<file path="src/timer_cmd_regs.vh">
// Purpose: constants for the master-mode command interpreter
// Assumes: 16-bit register port, 100 MHz clock
// Notes:   offsets are register-port addresses, not byte addresses
`ifndef TIMER_CMD_REGS_VH
`define TIMER_CMD_REGS_VH

// ****************************************************************
// register port offsets
// ****************************************************************
`define OFS_DATA          2'h0
`define OFS_CMD           2'h1
`define OFS_MASTER_MODE   2'h2
`define OFS_POINTER       2'h3

// ****************************************************************
// command codes
// ****************************************************************
`define CMD_SEQ_ON        8'hE0
`define CMD_SEQ_OFF       8'hE8
`define CMD_BUS_16        8'hEF
`define CMD_BUS_8         8'hE7
`define CMD_FREQ_OUT_PIN_OFF      8'hEE
`define CMD_FREQ_OUT_PIN_ON       8'hE6
`define CMD_WPF_OFF       8'hF9
`define CMD_WPF_ON        8'hF8
`define CMD_RESET         8'hFF
`define CMD_LOAD_ALL      8'h5F
`define CMD_ARM_MASK      8'hE0
`define CMD_ARM_CODE      8'h20

// ****************************************************************
// master mode fields
// ****************************************************************
`define MM_SEQ_OFF_BIT    14
`define MM_WIDE_BIT       13
`define MM_GATE_OFF_BIT   12
`define MM_DIV_HI         11
`define MM_DIV_LO         8

// ****************************************************************
// status word fields
// ****************************************************************
`define ST_BYTE_PTR_BIT   0
`define ST_WPF_OFF_BIT    1
`define ST_ARMED_LO       2
`define ST_ARMED_HI       6

// ****************************************************************
// reset values and sizes
// ****************************************************************
`define MM_RESET          16'h0000
`define CMODE_RESET       16'h0800
`define LOADHOLD_RESET    16'h0000
`define PTR_RESET         4'h0
`define PTR_LAST          4'hE
`define NUM_COUNTERS      5
`define REGS_PER_COUNTER  3

`endif

</file>
<file path="src/counter_reg_mem.v">
// Purpose: internal counter register words behind the data pointer
// Assumes: entry = counter*3 + {0 mode, 1 load, 2 hold}
// Notes:   read data come from a register; writes bypass to it
`timescale 1ns/1ns
`include "timer_cmd_regs.vh"

module counter_reg_mem (
    input  wire        clk,
    input  wire        rst_b,
    input  wire        clear,
    input  wire        we,
    input  wire [3:0]  waddr,
    input  wire [15:0] wdata,
    input  wire [3:0]  raddr,
    output reg  [15:0] rdata_reg
);

    wire [255:0] flat;
    wire [255:0] init_flat;

    // ****************************************************************
    // storage, one word per entry
    // ****************************************************************
    genvar i;
    generate
        for (i = 0; i < 16; i = i + 1) begin : entry
            localparam [15:0] INIT =
                ((i % `REGS_PER_COUNTER) == 0 &&
                 i < `NUM_COUNTERS * `REGS_PER_COUNTER) ?
                `CMODE_RESET : `LOADHOLD_RESET;
            localparam integer IDX = i;
            reg [15:0] word_reg;
            always @(posedge clk or negedge rst_b) begin
                if (!rst_b) begin
                    word_reg <= INIT;
                end else if (clear) begin
                    word_reg <= INIT;
                end else if (we && waddr == IDX[3:0]) begin
                    word_reg <= wdata;
                end
            end
            assign flat[i*16 +: 16]      = word_reg;
            assign init_flat[i*16 +: 16] = INIT;
        end
    endgenerate

    // ****************************************************************
    // registered read port
    // ****************************************************************
    always @(posedge clk or negedge rst_b) begin
        if (!rst_b) begin
            rdata_reg <= `CMODE_RESET;
        end else if (clear) begin
            rdata_reg <= init_flat[{raddr, 4'h0} +: 16];
        end else if (we && waddr == raddr) begin
            rdata_reg <= wdata;
        end else begin
            rdata_reg <= flat[{raddr, 4'h0} +: 16];
        end
    end

endmodule // counter_reg_mem

</file>
<file path="src/timer_master_mode_commands.v">
// Purpose: command interpreter for master-mode bits, prefetch control
//          and software master reset of a five-counter timer
// Assumes: register port strobes synchronous to clk, one cycle long
// Notes:   the internal words are read through a prefetch register
//          the pointer comes out of reset at zero, but software is
//          expected to load it before touching the data offset
//
// Local design decisions: the address map and strobed register access.
`timescale 1ns/1ns
`include "timer_cmd_regs.vh"

module timer_master_mode_commands (
    input  wire        clk,
    input  wire        rst_b,
    input  wire [1:0]  addr,
    input  wire [15:0] wdata,
    input  wire        wr_strobe,
    input  wire        rd_strobe,
    output reg  [15:0] rdata,
    output reg  [15:0] master_mode,
    output reg  [4:0]  counter_armed,
    output reg         write_prefetch_off,
    output reg         freq_out_pin
);

    // ****************************************************************
    // access decode
    // ****************************************************************
    wire        wr_cmd;
    wire        wr_mm;
    wire        wr_ptr;
    wire        wr_data;
    wire        rd_data;
    wire [7:0]  cmd;

    assign wr_cmd  = wr_strobe && (addr == `OFS_CMD);
    assign wr_mm   = wr_strobe && (addr == `OFS_MASTER_MODE);
    assign wr_ptr  = wr_strobe && (addr == `OFS_POINTER);
    assign wr_data = wr_strobe && (addr == `OFS_DATA);
    assign rd_data = rd_strobe && (addr == `OFS_DATA);
    assign cmd     = wdata[7:0];

    wire        is_reset_cmd;
    wire        is_arm_cmd;

    assign is_reset_cmd = wr_cmd && (cmd == `CMD_RESET);
    assign is_arm_cmd   = wr_cmd &&
                          ((cmd & `CMD_ARM_MASK) == `CMD_ARM_CODE);

    // ****************************************************************
    // master mode register
    // ****************************************************************
    reg  [15:0] mm_reg;
    reg  [15:0] mm_next;

    always @* begin
        mm_next = mm_reg;
        if (wr_mm) begin
            mm_next = wdata;
        end else if (wr_cmd) begin
            case (cmd)
                `CMD_SEQ_ON: begin
                    mm_next[`MM_SEQ_OFF_BIT] = 1'b0;
                end
                `CMD_SEQ_OFF: begin
                    mm_next[`MM_SEQ_OFF_BIT] = 1'b1;
                end
                `CMD_BUS_16: begin
                    mm_next[`MM_WIDE_BIT] = 1'b1;
                end
                `CMD_BUS_8: begin
                    mm_next[`MM_WIDE_BIT] = 1'b0;
                end
                `CMD_FREQ_OUT_PIN_OFF: begin
                    mm_next[`MM_GATE_OFF_BIT] = 1'b1;
                end
                `CMD_FREQ_OUT_PIN_ON: begin
                    mm_next[`MM_GATE_OFF_BIT] = 1'b0;
                end
                `CMD_RESET: begin
                    mm_next = `MM_RESET;
                end
                default: begin
                    mm_next = mm_reg;
                end
            endcase
        end
    end

    always @(posedge clk or negedge rst_b) begin
        if (!rst_b) begin
            mm_reg <= `MM_RESET;
        end else begin
            mm_reg <= mm_next;
        end
    end

    wire        seq_off;
    wire        wide;
    wire        gate_off;

    assign seq_off  = mm_reg[`MM_SEQ_OFF_BIT];
    assign wide     = mm_reg[`MM_WIDE_BIT];
    assign gate_off = mm_reg[`MM_GATE_OFF_BIT];

    // ****************************************************************
    // write prefetch control and counter arming
    // ****************************************************************
    reg         wpf_off_reg;
    reg         wpf_off_next;
    reg  [4:0]  armed_reg;
    reg  [4:0]  armed_next;

    // write prefetch has no data-path effect here; only the flag is kept
    always @* begin
        wpf_off_next = wpf_off_reg;
        if (wr_cmd) begin
            case (cmd)
                `CMD_WPF_OFF: begin
                    wpf_off_next = 1'b1;
                end
                `CMD_WPF_ON: begin
                    wpf_off_next = 1'b0;
                end
                `CMD_RESET: begin
                    wpf_off_next = 1'b0;
                end
                default: begin
                    wpf_off_next = wpf_off_reg;
                end
            endcase
        end
    end

    always @* begin
        armed_next = armed_reg;
        if (is_reset_cmd) begin
            armed_next = 5'h00;
        end else if (is_arm_cmd) begin
            armed_next = armed_reg | cmd[4:0];
        end
    end

    always @(posedge clk or negedge rst_b) begin
        if (!rst_b) begin
            wpf_off_reg <= 1'b0;
            armed_reg   <= 5'h00;
        end else begin
            wpf_off_reg <= wpf_off_next;
            armed_reg   <= armed_next;
        end
    end

    // ****************************************************************
    // data pointer and byte pointer
    // ****************************************************************
    reg  [3:0]  ptr_reg;
    reg  [3:0]  ptr_next;
    reg         byte_ptr_reg;
    reg         byte_ptr_next;
    wire        data_access;
    wire        word_done;

    assign data_access = wr_data || rd_data;
    assign word_done   = data_access && (wide || byte_ptr_reg);

    always @* begin
        ptr_next      = ptr_reg;
        byte_ptr_next = byte_ptr_reg;
        if (wr_ptr) begin
            ptr_next      = wdata[3:0];
            byte_ptr_next = 1'b0;
        end else if (data_access) begin
            byte_ptr_next = wide ? 1'b0 : ~byte_ptr_reg;
            if (word_done && !seq_off) begin
                ptr_next = (ptr_reg == `PTR_LAST) ?
                           4'h0 : ptr_reg + 4'h1;
            end
        end
    end

    // the master reset leaves the pointer where it was
    always @(posedge clk or negedge rst_b) begin
        if (!rst_b) begin
            ptr_reg      <= `PTR_RESET;
            byte_ptr_reg <= 1'b0;
        end else begin
            ptr_reg      <= ptr_next;
            byte_ptr_reg <= byte_ptr_next;
        end
    end

    // ****************************************************************
    // word assembly for the eight-bit bus
    // ****************************************************************
    reg  [7:0]  low_byte_reg;
    wire        mem_we;
    wire [15:0] mem_wdata;
    wire [15:0] prefetch;

    always @(posedge clk or negedge rst_b) begin
        if (!rst_b) begin
            low_byte_reg <= 8'h00;
        end else if (wr_data && !wide && !byte_ptr_reg) begin
            low_byte_reg <= wdata[7:0];
        end
    end

    assign mem_we    = wr_data && word_done;
    assign mem_wdata = wide ? wdata : {wdata[7:0], low_byte_reg};

    // prefetch follows the next pointer so back-to-back reads see
    // the word the pointer lands on
    counter_reg_mem u_mem (
        .clk       (clk),
        .rst_b     (rst_b),
        .clear     (is_reset_cmd),
        .we        (mem_we),
        .waddr     (ptr_reg),
        .wdata     (mem_wdata),
        .raddr     (ptr_next),
        .rdata_reg (prefetch)
    );

    // ****************************************************************
    // read data, valid only in the cycle after the strobe
    // ****************************************************************
    reg  [15:0] rdata_next;
    wire [15:0] status_word;

    assign status_word = {9'h000, armed_reg, wpf_off_reg, byte_ptr_reg};

    always @* begin
        rdata_next = 16'h0000;
        if (rd_strobe) begin
            case (addr)
                `OFS_DATA: begin
                    if (wide) begin
                        rdata_next = prefetch;
                    end else if (byte_ptr_reg) begin
                        rdata_next = {8'h00, prefetch[15:8]};
                    end else begin
                        rdata_next = {8'h00, prefetch[7:0]};
                    end
                end
                `OFS_CMD: begin
                    rdata_next = status_word;
                end
                `OFS_MASTER_MODE: begin
                    rdata_next = mm_reg;
                end
                `OFS_POINTER: begin
                    rdata_next = {12'h000, ptr_reg};
                end
                default: begin
                    rdata_next = 16'h0000;
                end
            endcase
        end
    end

    // ****************************************************************
    // frequency output divider and gate
    // ****************************************************************
    reg  [3:0]  div_cnt_reg;
    reg         freq_level_reg;
    wire [3:0]  div_last;
    wire        div_tick;

    // a divide field of zero means divide by sixteen
    assign div_last = mm_reg[`MM_DIV_HI:`MM_DIV_LO] - 4'h1;
    assign div_tick = (div_cnt_reg == div_last);

    always @(posedge clk or negedge rst_b) begin
        if (!rst_b) begin
            div_cnt_reg    <= 4'h0;
            freq_level_reg <= 1'b0;
        end else if (div_tick) begin
            div_cnt_reg    <= 4'h0;
            freq_level_reg <= ~freq_level_reg;
        end else begin
            div_cnt_reg    <= div_cnt_reg + 4'h1;
        end
    end

    // gating is not aligned to the divided clock, so a short pulse
    // may appear when the gate changes
    always @(posedge clk or negedge rst_b) begin
        if (!rst_b) begin
            freq_out_pin <= 1'b0;
        end else begin
            freq_out_pin <= gate_off ? 1'b0 : freq_level_reg;
        end
    end

    // ****************************************************************
    // output registers, loaded from the same next values as the
    // internal state so the ports never lag the command
    // ****************************************************************
    always @(posedge clk or negedge rst_b) begin
        if (!rst_b) begin
            rdata <= 16'h0000;
        end else begin
            rdata <= rdata_next;
        end
    end

    always @(posedge clk or negedge rst_b) begin
        if (!rst_b) begin
            master_mode <= `MM_RESET;
        end else begin
            master_mode <= mm_next;
        end
    end

    always @(posedge clk or negedge rst_b) begin
        if (!rst_b) begin
            counter_armed <= 5'h00;
        end else begin
            counter_armed <= armed_next;
        end
    end

    always @(posedge clk or negedge rst_b) begin
        if (!rst_b) begin
            write_prefetch_off <= 1'b0;
        end else begin
            write_prefetch_off <= wpf_off_next;
        end
    end

endmodule // timer_master_mode_commands
</file>
<file path="config.mk">
export PLATFORM = sky130hd
export DESIGN_NAME = timer_master_mode_commands
export DESIGN_NICKNAME = d
export VERILOG_FILES = /design/src/counter_reg_mem.v /design/src/timer_master_mode_commands.v
export VERILOG_INCLUDE_DIRS = /design/src
export SDC_FILE = /design/constraint.sdc
export NUM_CORES = 1
export LEC_CHECK = 0
export BUFFER_PORTS_ARGS = -buffer_cell sky130_fd_sc_hd__buf_2
export CAP_MARGIN = 15
export CORE_ASPECT_RATIO = 0.5
export CORE_MARGIN = 2
export CORE_UTILIZATION = 62
export DETAILED_ROUTE_END_ITERATION = 8
export GPL_TIMING_DRIVEN = 0
export MAX_ROUTING_LAYER = met4
export PLACE_DENSITY = 0.8
export SYNTH_ARGS = -nofsm -noshare
export SYNTH_HDL_FRONTEND = slang
export SYNTH_SLANG_ARGS = --single-unit
</file>
<file path="constraint.sdc">
create_clock -name clk -period 3.9 [get_ports clk]
set_input_delay 0.195 -clock clk [delete_from_list [all_inputs] [get_ports clk]]
set_output_delay 0.195 -clock clk [all_outputs]
set_load 0.005 [all_outputs]
</file>
Yosys cells after proc, flatten, opt, wreduce, memory -nomap -nowiden. Cells that the tools add are included. W data, S select, Z words.

Register bits after elaboration: 329. Input port bits: 22. Output and inout port bits: 39. Word-level logic and storage cells: 195.

Add/subtract/negate cells: 3. Eq/ne operators: 30. Shifts and indexed selects: 2. Multiplexer cells: 58. Bitwise operators: 3. Reduce and logical (&&, ||, !) cells: 69.

Operators by type and width (number): $mux W16 (39); $shiftx A256 B9 Y16 (1); $shiftx A256 B9 Y16 const A (1); $eq A8 B8 Y1 const B (9); $pmux W16 S4 (1); $reduce_bool A2 Y1 (21); $eq A4 B4 Y1 const B (8); $logic_and A1 B1 Y1 (29); $mux W4 (5); $eq A4 B3 Y1 const B (4); $mux W12 (1); $mux W5 (2); $reduce_and A2 Y1 (5); $reduce_bool A3 Y1 (3); $add A4 B1 Y4 const B (2); $eq A4 B2 Y1 const B (2); $eq A4 B4 Y1 (2); $mux W8 (1); $pmux W1 S2 (4); $reduce_or A2 Y1 (4); $mux W1 (5); $or A5 B5 Y5 (1); $eq A2 B2 Y1 const B (2); $eq A4 B1 Y1 const B (1); 8 further kinds (12).

Longest topological paths before layout. Gate-level depths: netlist (run 1).

Word-level depth: 12. Gate-level depth with buffers: 12. Gate-level depth less buffers: 9.

By module. A second synthesis (run 1) with hierarchy kept.

Cell total of the unflattened synthesis: 1629. Area, all modules: 15791.4 um2.

By module, submodules not included: counter_reg_mem (times used 1, cells each 1358, area an instance 12866.1 um2, sequential area each 6814.0 um2); timer_master_mode_commands (times used 1, cells each 271, area an instance 2925.3 um2, sequential area each 1426.4 um2).

Worst setup path after synthesis (run 1). Ideal clock, no wire load.

Kind: input-to-reg. Start point: input addr[1]. End point: register u_mem.rdata_reg[11]. Library setup time: 75 ps. Data arrival time: 2797 ps. Required time: 3825 ps. Setup slack: 1029 ps. Stages on the path: 12. Buffers on the path: 3. Cells stage by stage: buf_6 > or2_2 > o311a_1 > a211o_1 > inv_2 > buf_2 > buf_2 > ha_1 > or3b_2 > a211oi_1 > a211oi_2 > o211ai_2.

Word-level cells in the longest chain between the ends: 12. Elaborated cells between the ends (all ways): 21. Classes of those cells: eq/ne (3); shift (2); mux (5); reduce/logical (11).

Ends and longest elaborated chain: from (decl) (line timer_master_mode_commands.v:15) `input wire [1:0] addr,`; branches (longest 11 deep; another with $shiftx A256 B9 Y16); $mux W16 (*) (line counter_reg_mem.v:53) `end else if (clear) begin`; to (signal assigned) (line counter_reg_mem.v:52) `` rdata_reg <= `CMODE_RESET; ``; to (signal assigned) (line counter_reg_mem.v:54) `rdata_reg <= init_flat[{raddr, 4'h0} +: 16];`; to (signal assigned) (line counter_reg_mem.v:56) `rdata_reg <= wdata;`; to (decl) (line counter_reg_mem.v:15) `output reg [15:0] rdata_reg`.

Every way passes the cells marked *. A chain may end at the register's enable or synchronous reset.

==> summary.txt, run 1 <==
Detailed routing
  – Vias per cell: approximately 6.8
  – Detailed Route Iter0 Violations: around 2100
  – Drt drc: 0
  – ANT nets after route: 0
  – Drt first pass iters: 8
  – Wire per inst: about 28 um
  – Vias: 14300
  – WL final: roughly 58 mm

GRT
  – Vias in the first global route: 13600
  – Initial antenna violation count: 0
  – Gr usage total: 45.5%
  – Met3 Usage GRT: 15.9%
  – Met2 Usage GRT: 65.0%
  – M1 GR Usage: around three fifths
  – First-pass GRT wire length: 86.4 mm
  – GRT busiest layer: met2
  – Total gr overflow: 0
  – Largest net degree at the start of global routing: roughly 110

Floorplanning
  – Rows: 41
  – DIE AREA: around 27000 um2
  – Initial Util: roughly 63%
  – Core box area: 25100 um2
  – Die X: 230 um
  – Io pins: about 60
  – Die height: approximately 120 um

Critical path
  – Critical path class: register to register
  – Most frequent cell on the critical path: buf_2
  – WP buf/inv: 2
  – Crit-path max FO: 11
  – Delay of the slowest critical-path stage: 670 ps
  – Crit path launch type: register
  – Slowest stage cell on the critical path: nor3_1
  – Cell Chain, Critical Path: or4b_1, o211a_1, a211oi_2, buf_2, buf_2, nand2_1, nand4_1, nand3_1, nor3_1
  – R2r setup slk: -20 ps
  – Critical path capture point type: register
  – Worst EP required: approximately 4300 ps
  – Worst Path Arrival: 4310 ps
  – CP delay by family, top: simple AND/OR/NAND/NOR gates

Timing
  – Worst Skew: approximately 23 ps
  – Setup violations, final: 1
  – Unrepaired setup endpoints after global routing: false
  – Final TNS setup: -16.4 ps
  – Final cycle utilization of the critical path: 100%
  – Hold Slack: around 30 ps
  – Final slew viol count: 0
  – Fmax: between 200 and 300 MHz
  – Slew HR: around an eighth
  – Final Hold Viols: 0
  – Worst setup margin: -16.4 ps
  – Worst Tran Pin Value: ~1300 ps
  – Crit path time final: 3920 ps

CTS
  – Sink Count: around 330
  – Buffer count from post-CTS setup fixing: 0
  – Clock Latency Late Sink: 590 ps
  – Root buffer cell: clkbuf_16
  – CTS Buf Count: 30
  – Clock Pin Slew Worst Setup and Hold Paths: roughly 70 ps
  – Max clock buf depth: 3
  – H-tree levels: 1
  – CTS tree: done

Layout
  – Fin nets: approximately 1800
  – FILL cells: around 1900
  – Design Area, Final: approximately 18000 um2
  – Antenna diodes: 0
  – Largest register FFs: 256
  – Layout cell share with drive strength beyond 1: 10.5%
  – Syn-to-layout area delta: 12.4%

Yosys
  – Cell taking the most area after synthesis: dfrtp_1
  – Synth Flop Type: dfrtp_1
  – Post-synth top area share: 51.1%
  – FFs w/ async S/R, synth: 100%
  – Avg Cell Area, Syn: between 9 and 10 um2
  – Mapped Area: ~16000 um2
  – Yosys reg bits: around 330
  – Area contributors post-synth: dfrtp_1 (51%), a211oi_1 (12%), mux2i_1 (7.8%), nor2_1 (7.1%), nand2_1 (4.0%)
  – Post-synthesis sequential area ratio: approximately 52%
  – Post-synth EDFFs: 0
  – Most frequent cells after synthesis: dfrtp_1 (323), nor2_1 (301), a211oi_1 (257)
  – Top-count cell post-synth: dfrtp_1
  – Mapped Nets: around 1700
  – Synth Warn #: 0
  – Cells after synthesis: around 1600
  – Synth unique cells: 62

Placement
  – I/O Buffers: 57
  – Worst setup slack after placement: around 200 ps
  – Post-DP HPWL: ~42 mm
  – Final GP Congestion: about 1.1
  – Area post-placement: between 15000 and 20000 um2

Power and ir drop
  – Worst vdd ir: about 0.43 mV
  – Lkg Pwr: around 7.7 nW
  – Power per standard cell area: 756 nW/um2
  – Overall Power: about 13 mW

Hold path
  – HP Class: primary input to register

Job
  – Max Cap Violations: 0

Run status
  – Status: complete, but fails checks
  – Failing checks: negative setup slack
## through the flow
step | util, % | std cells
after global routing | 70.8 | 2112
after detailed placement | 66.3 | 2045
after global placement | 65.8 | 2039
after CTS | 70.7 | 2110
after floorplan | - | 1638
final | 70.8 | 2112
## worst register-to-register path, stage by stage, from the launching register on
cell	delay (ps)
dfrtp_1	490
or4b_1	530
o211a_1	240
a211oi_2	410
buf_2	450
buf_2	400
nand2_1	110
nand4_1	120
nand3_1	310
nor3_1	670
## worst paths after layout
| path | startpoint | to | cells past startpoint |
|---|---|---|---|
| setup reg to reg | master_mode[14] | u_mem.rdata_reg[8] | 9 |
| max in group asynchronous | rst_b | u_mem.entry[5].word_reg[1] | 4 |
| hold / removal | wdata[3] | counter_armed[3] | 3 |
| hold reg to reg | freq_level_reg | freq_level_reg | 1 |
| setup / recovery | master_mode[14] | u_mem.rdata_reg[8] | 9 |
| min in group asynchronous | rst_b | master_mode[1] | 2 |
## power breakdown
part,switching [mW],internal (mW)
Combinational,3.18,1.78
Sequential,0.783,4.68
Clock,1.38,1.66
Total,5.34,8.12
## cells in the final DEF (no fill, tap or decap), types with 4 or more instances in the layout
| master | Yosys | routed |
|---|---|---|
| dfrtp_1 | 323 | 323 |
| nor2_1 | 301 | 301 |
| a211oi_1 | 257 | 257 |
| nand2_1 | 167 | 167 |
| clkbuf_1 | 125 | 132 |
| mux2i_1 | 123 | 119 |
| buf_2 | 16 | 71 |
| nand3_1 | 47 | 47 |
| a21oi_1 | 39 | 39 |
| nand4_1 | 30 | 30 |
| clkbuf_16 | 0 | 30 |
| o21ai_0 | 29 | 29 |
| nor3_1 | 26 | 26 |
| o22ai_1 | 17 | 17 |
| buf_4 | 9 | 14 |
| dlygate4sd3_1 | 0 | 13 |
| mux2_2 | 11 | 11 |
| inv_1 | 9 | 9 |
| and2_1 | 8 | 8 |
| a22oi_1 | 7 | 7 |
| xnor2_1 | 7 | 7 |
| clkinv_2 | 0 | 6 |
| dfstp_2 | 6 | 6 |
| or3_1 | 5 | 5 |
| nor4_1 | 5 | 5 |
| ha_1 | 5 | 5 |
| buf_6 | 4 | 4 |
| mux2i_2 | 0 | 4 |
| a21oi_2 | 4 | 4 |
| nor2b_1 | 4 | 4 |
## per-layer routing
metal  vias up  wire [um]
met2      1043      24500
met5         -          0
met3       164       8150
li1       6048          -
met1      7059      23600
met4         0       2060
## final cells by class
| class | instances | area (um2) | share of cell area, % |
|---|---|---|---|
| Clock inverter | 13 | 169 | 0.949 |
| Clock buffer | 39 | 805 | 4.52 |
| Buffer | 156 | 672 | 3.77 |
| Inverter | 12 | 45.0 | 0.253 |
| Tap cell | 344 | 430 | 2.42 |
| Timing Repair Buffer | 78 | 546 | 3.06 |
| Sequential cell | 329 | 8240 | 46.3 |
| Multi-Input combinational cell | 1141 | 6890 | 38.7 |
## cells by family (layout without fill, tap and decap cells)
family          count (synthesis)  after routing  synth area share (%)
simple gates                  612            612                  16.5
compound gates                377            377                  17.0
flops                         329            329                  52.0
buf+inv                       168            298                  4.51
mux                           138            138                  9.08
xor+xnor                        9              9                 0.498
fa+ha+maj                       5              5                 0.395
## timing repair
item | CTS | global route
hold buffers | 13 | 0
resized for setup | 0 | 5
endpoints found under the hold margin | 70 | 0
endpoints found under the setup margin | 0 | 5
Power figures use the tool's default switching activity.
==> inputs of run 2 (changes only) <==
Settings changed: CORE_ASPECT_RATIO 0.5 to default, TNS_END_PERCENT from default to 30.
==> run 2 against run 1 <==
The flow now finishes without violations. Via count rose by 0.68%. Register-to-register slack improved by 80 ps. Sequential share of layout area fell by 0.83 points. Critical path type unchanged. Routed wire length rose by 1.4%. Combinational power rose by 1%. Worst hold slack got worse by 16 ps. Critical path depth rose by 3. Critical endpoint is now u_mem.rdata_reg[11]. Sequential power rose by 1%. Clock skew fell by 1.4 ps. Final cell count barely moved.
==> summary.txt, run 2 (same netlist as run 1, synthesis figures left out) <==
Run status
  – Status: completed (was complete, but fails checks)

GRT
  – First-pass GRT wire length: 86.6 mm (was 86.4 mm)
  – Vias in the first global route: 13500 (was 13600)
  – Met3 Usage GRT: 12.0% (was 15.9%)
  – GRT busiest layer: met2 (unchanged)
  – M1 GR Usage: 61.1% (about the same)
  – Gr usage total: 45.8% (was 45.5%)
  – Initial antenna violation count: 1 (was 0)
  – Met2 Usage GRT: 65.8% (was 65.0%)
  – Total gr overflow: 0 (unchanged)
  – Largest net degree at the start of global routing: 111 (was 113)

Critical path
  – Critical path class: register to register (unchanged)
  – Critical path capture point type: register (unchanged)
  – Slowest stage cell on the critical path: or3b_2 (was nor3_1)
  – Crit path launch type: register (unchanged)
  – Worst Reg-to-Reg Cells: 12 (was 9)
  – Cell Chain, Critical Path: clkbuf_1, o21bai_1, o311a_1, a211o_1, inv_2, buf_2, buf_2, ha_1, or3b_2, a211oi_1, a211oi_2, o211ai_2 (was or4b_1, o211a_1, a211oi_2, buf_2, buf_2, nand2_1, nand4_1, nand3_1, nor3_1)
  – R2R Path End: u_mem.rdata_reg[11] (was u_mem.rdata_reg[8])
  – Crit-path max FO: 11 (unchanged)
  – Worst Path Arrival: 4270 ps (was 4310 ps)
  – Delay of the slowest critical-path stage: 450 ps (was 670 ps)
  – Worst R2R Start: master_mode[13] (was master_mode[14])
  – R2r setup slk: 70 ps (was -20 ps)
  – Most frequent cell on the critical path: buf_2 (unchanged)
  – Worst EP required: 4330 ps (was 4290 ps)

Floorplanning
  – DIE AREA: 26800 um2 (was 26900 um2)
  – Die X: 164 um (was 230 um)
  – Io pins: 61 (unchanged)
  – Initial Util: 63.1% (was 63.0%)
  – Rows: 58 (was 41)
  – Core box area: 25100 um2 (about the same)
  – Die height: 164 um (was 117 um)

Timing
  – Worst setup margin: 67.0 ps (was -16.4 ps)
  – Crit path time final: 3830 ps (was 3920 ps)
  – Worst Tran Pin Value: 1280 ps (was 1270 ps)
  – Final TNS setup: 0 ps (was -16.4 ps)
  – Worst Skew: 21.6 ps (was 22.9 ps)
  – Fmax: 261 MHz (was 255 MHz)
  – Final cycle utilization of the critical path: 98.3% (was 100%)
  – Slew HR: 12.4% (was 12.7%)
  – Final Hold Viols: 0 (unchanged)
  – Unrepaired setup endpoints after global routing: false (unchanged)
  – Final slew viol count: 0 (unchanged)
  – Setup violations, final: 0 (was 1)

Detailed routing
  – Wire per inst: 28.0 um (was 27.6 um)
  – Drt first pass iters: 6 (was 8)
  – Vias: 14400 (was 14300)
  – Detailed Route Iter0 Violations: 2350 (was 2109)
  – Drt drc: 0 (unchanged)
  – WL final: 59.1 mm (was 58.3 mm)
  – ANT nets after route: 0 (unchanged)
  – Vias per cell: 6.82 (was 6.78)

Layout
  – Most frequent cells in the layout: dfrtp_1 (323), nor2_1 (301), a211oi_1 (257) (unchanged)
  – Syn-to-layout area delta: 14.5% (was 12.4%)
  – Layout Cells excl Fill: 2114 (was 2112)
  – Layout cell share with drive strength beyond 1: 11.7% (was 10.5%)
  – Largest register FFs: 256 (unchanged)
  – FILL cells: 1921 (was 1940)
  – Commonest non-fill, non-tap cell in the layout: dfrtp_1 (unchanged)
  – Fin nets: 1782 (was 1775)

Power and ir drop
  – Worst vdd ir: 0.666 mV (was 0.425 mV)
  – P_int: 8.79 mW (was 8.12 mW)
  – Combinational share of power: 35.2% (was 36.8%)
  – Clock network power share: 26.1% (was 22.6%)
  – Power per standard cell area: 788 nW/um2 (was 756 nW/um2)
  – Lkg Pwr: 7.83 nW (was 7.65 nW)
  – Sw frac: 38.5% (was 39.7%)
  – P_sw: 5.49 mW (was 5.34 mW)
  – Sequential power share: 38.6% (was 40.6%)

CTS
  – CTS tree: done (unchanged)
  – H-tree levels: 2 (was 1)
  – Max clock buf depth: 3 (unchanged)
  – Clock Latency Late Sink: 530 ps (was 590 ps)
  – Clock Pin Slew Worst Setup and Hold Paths: 60 ps (was 70 ps)
  – Buffer count from post-CTS setup fixing: 0 (unchanged)
  – CTS Buf Count: 36 (was 30)
  – Sink Count: 329 (unchanged)
  – Root buffer cell: clkbuf_16 (unchanged)

Hold path
  – Hold depth: 3 (unchanged)
  – Worst Hold Launch: wdata[5] (was wdata[3])
  – WHS Endpoint: master_mode[5] (was counter_armed[3])
  – HP Class: primary input to register (unchanged)

Placement
  – Cell count after placement: 2038 (was 2045)
  – Final GP Congestion: 1.03 (was 1.06)
  – Worst setup slack after placement: 233 ps (was 199 ps)
  – Post-DP HPWL: 41.4 mm (was 42.4 mm)
  – I/O Buffers: 57 (unchanged)

Job
  – Max Cap Violations: 0 (unchanged)
==> run 2: changes by cell type in the layout (fill, tap and decap cells not counted), moves of 2 or more <==
| cell | change |
|---|---|
| buf_2 | +2 |
| bufinv_16 | +2 |
| buf_4 | +3 |
| buf_6 | +3 |
| clkbuf_16 | +8 |
| dlygate4sd3_1 | -6 |
| clkbuf_8 | +8 |
==> run 2: layout make-up <==
| cell class | count | area [um2] | share of cell area, % |
|---|---|---|---|
| antenna | 1 | 2.50 | 0.0138 |
| buffer | 156 | 669 | 3.69 |
| clock buffer | 54 | 1110 | 6.13 |
| clock inverter | 12 | 199 | 1.10 |
| inverter | 12 | 45.0 | 0.249 |
| multi-input combinational | 1141 | 6900 | 38.1 |
| sequential | 329 | 8240 | 45.5 |
| tap | 330 | 413 | 2.28 |
| timing repair buffer | 79 | 547 | 3.02 |
==> run 2: worst max path at each step <==
stage                               start                         end  slack, ps  cells past startpoint
after floorplan                   addr[1]         u_mem.rdata_reg[11]       1030                     12
after global placement              rst_b  u_mem.entry[3].word_reg[3]      -3450                      1
after detailed placement        rd_strobe         u_mem.rdata_reg[11]        230                     12
after CTS                 master_mode[13]         u_mem.rdata_reg[11]        210                     12
after global routing      master_mode[13]         u_mem.rdata_reg[11]         60                     12
final                     master_mode[13]         u_mem.rdata_reg[11]         70                     12
==> run 2: what timing repair did <==
| action | CTS | global route |
|---|---|---|
| gates resized for setup | 0 | 0 |
| hold buffers | 7 | 0 |
| endpoints found under the hold margin | 70 | 0 |
==> run 2: stage by stage <==
stage | hold slack (ps) | power (mW) | utilization [%] | area (um2)
2_1_floorplan | -101 | 8.28 | - | 15800
3_3_place_gp | 435 | 10.1 | 65.8 | 16500
3_5_place_dp | 164 | 10.3 | 66.6 | 16700
4_1_cts | 4.40 | 14.0 | 72.1 | 18100
5_1_grt | 17.4 | 14.7 | 72.2 | 18100
6_report | 14.5 | 14.3 | 72.2 | 18100
==> run 2: per-layer routing <==
metal	routed length (um)	part of all wire (%)	vias up
li1	-	-	6088
met1	22300	38	7001
met2	25600	43	1100
met3	7720	13	223
met4	3510	5.9	0
met5	0	0	-
==> run 2: power by group through the flow <==
stage	clock (mW)	combinational [mW]	sequential, mW
after detailed placement	0	4.78	5.51
after global routing	3.87	5.27	5.60
after global placement	0	4.61	5.45
final	3.73	5.03	5.52
after floorplan	0	3.06	5.22
after CTS	3.72	4.83	5.46
==> run 2: critical path: cells and delay by family (launching register included) <==
family	cells	cell delay, ps
fa+ha+maj	1	200
flops	1	330
simple gates	1	450
buf+inv	4	1320
compound gates	6	1450
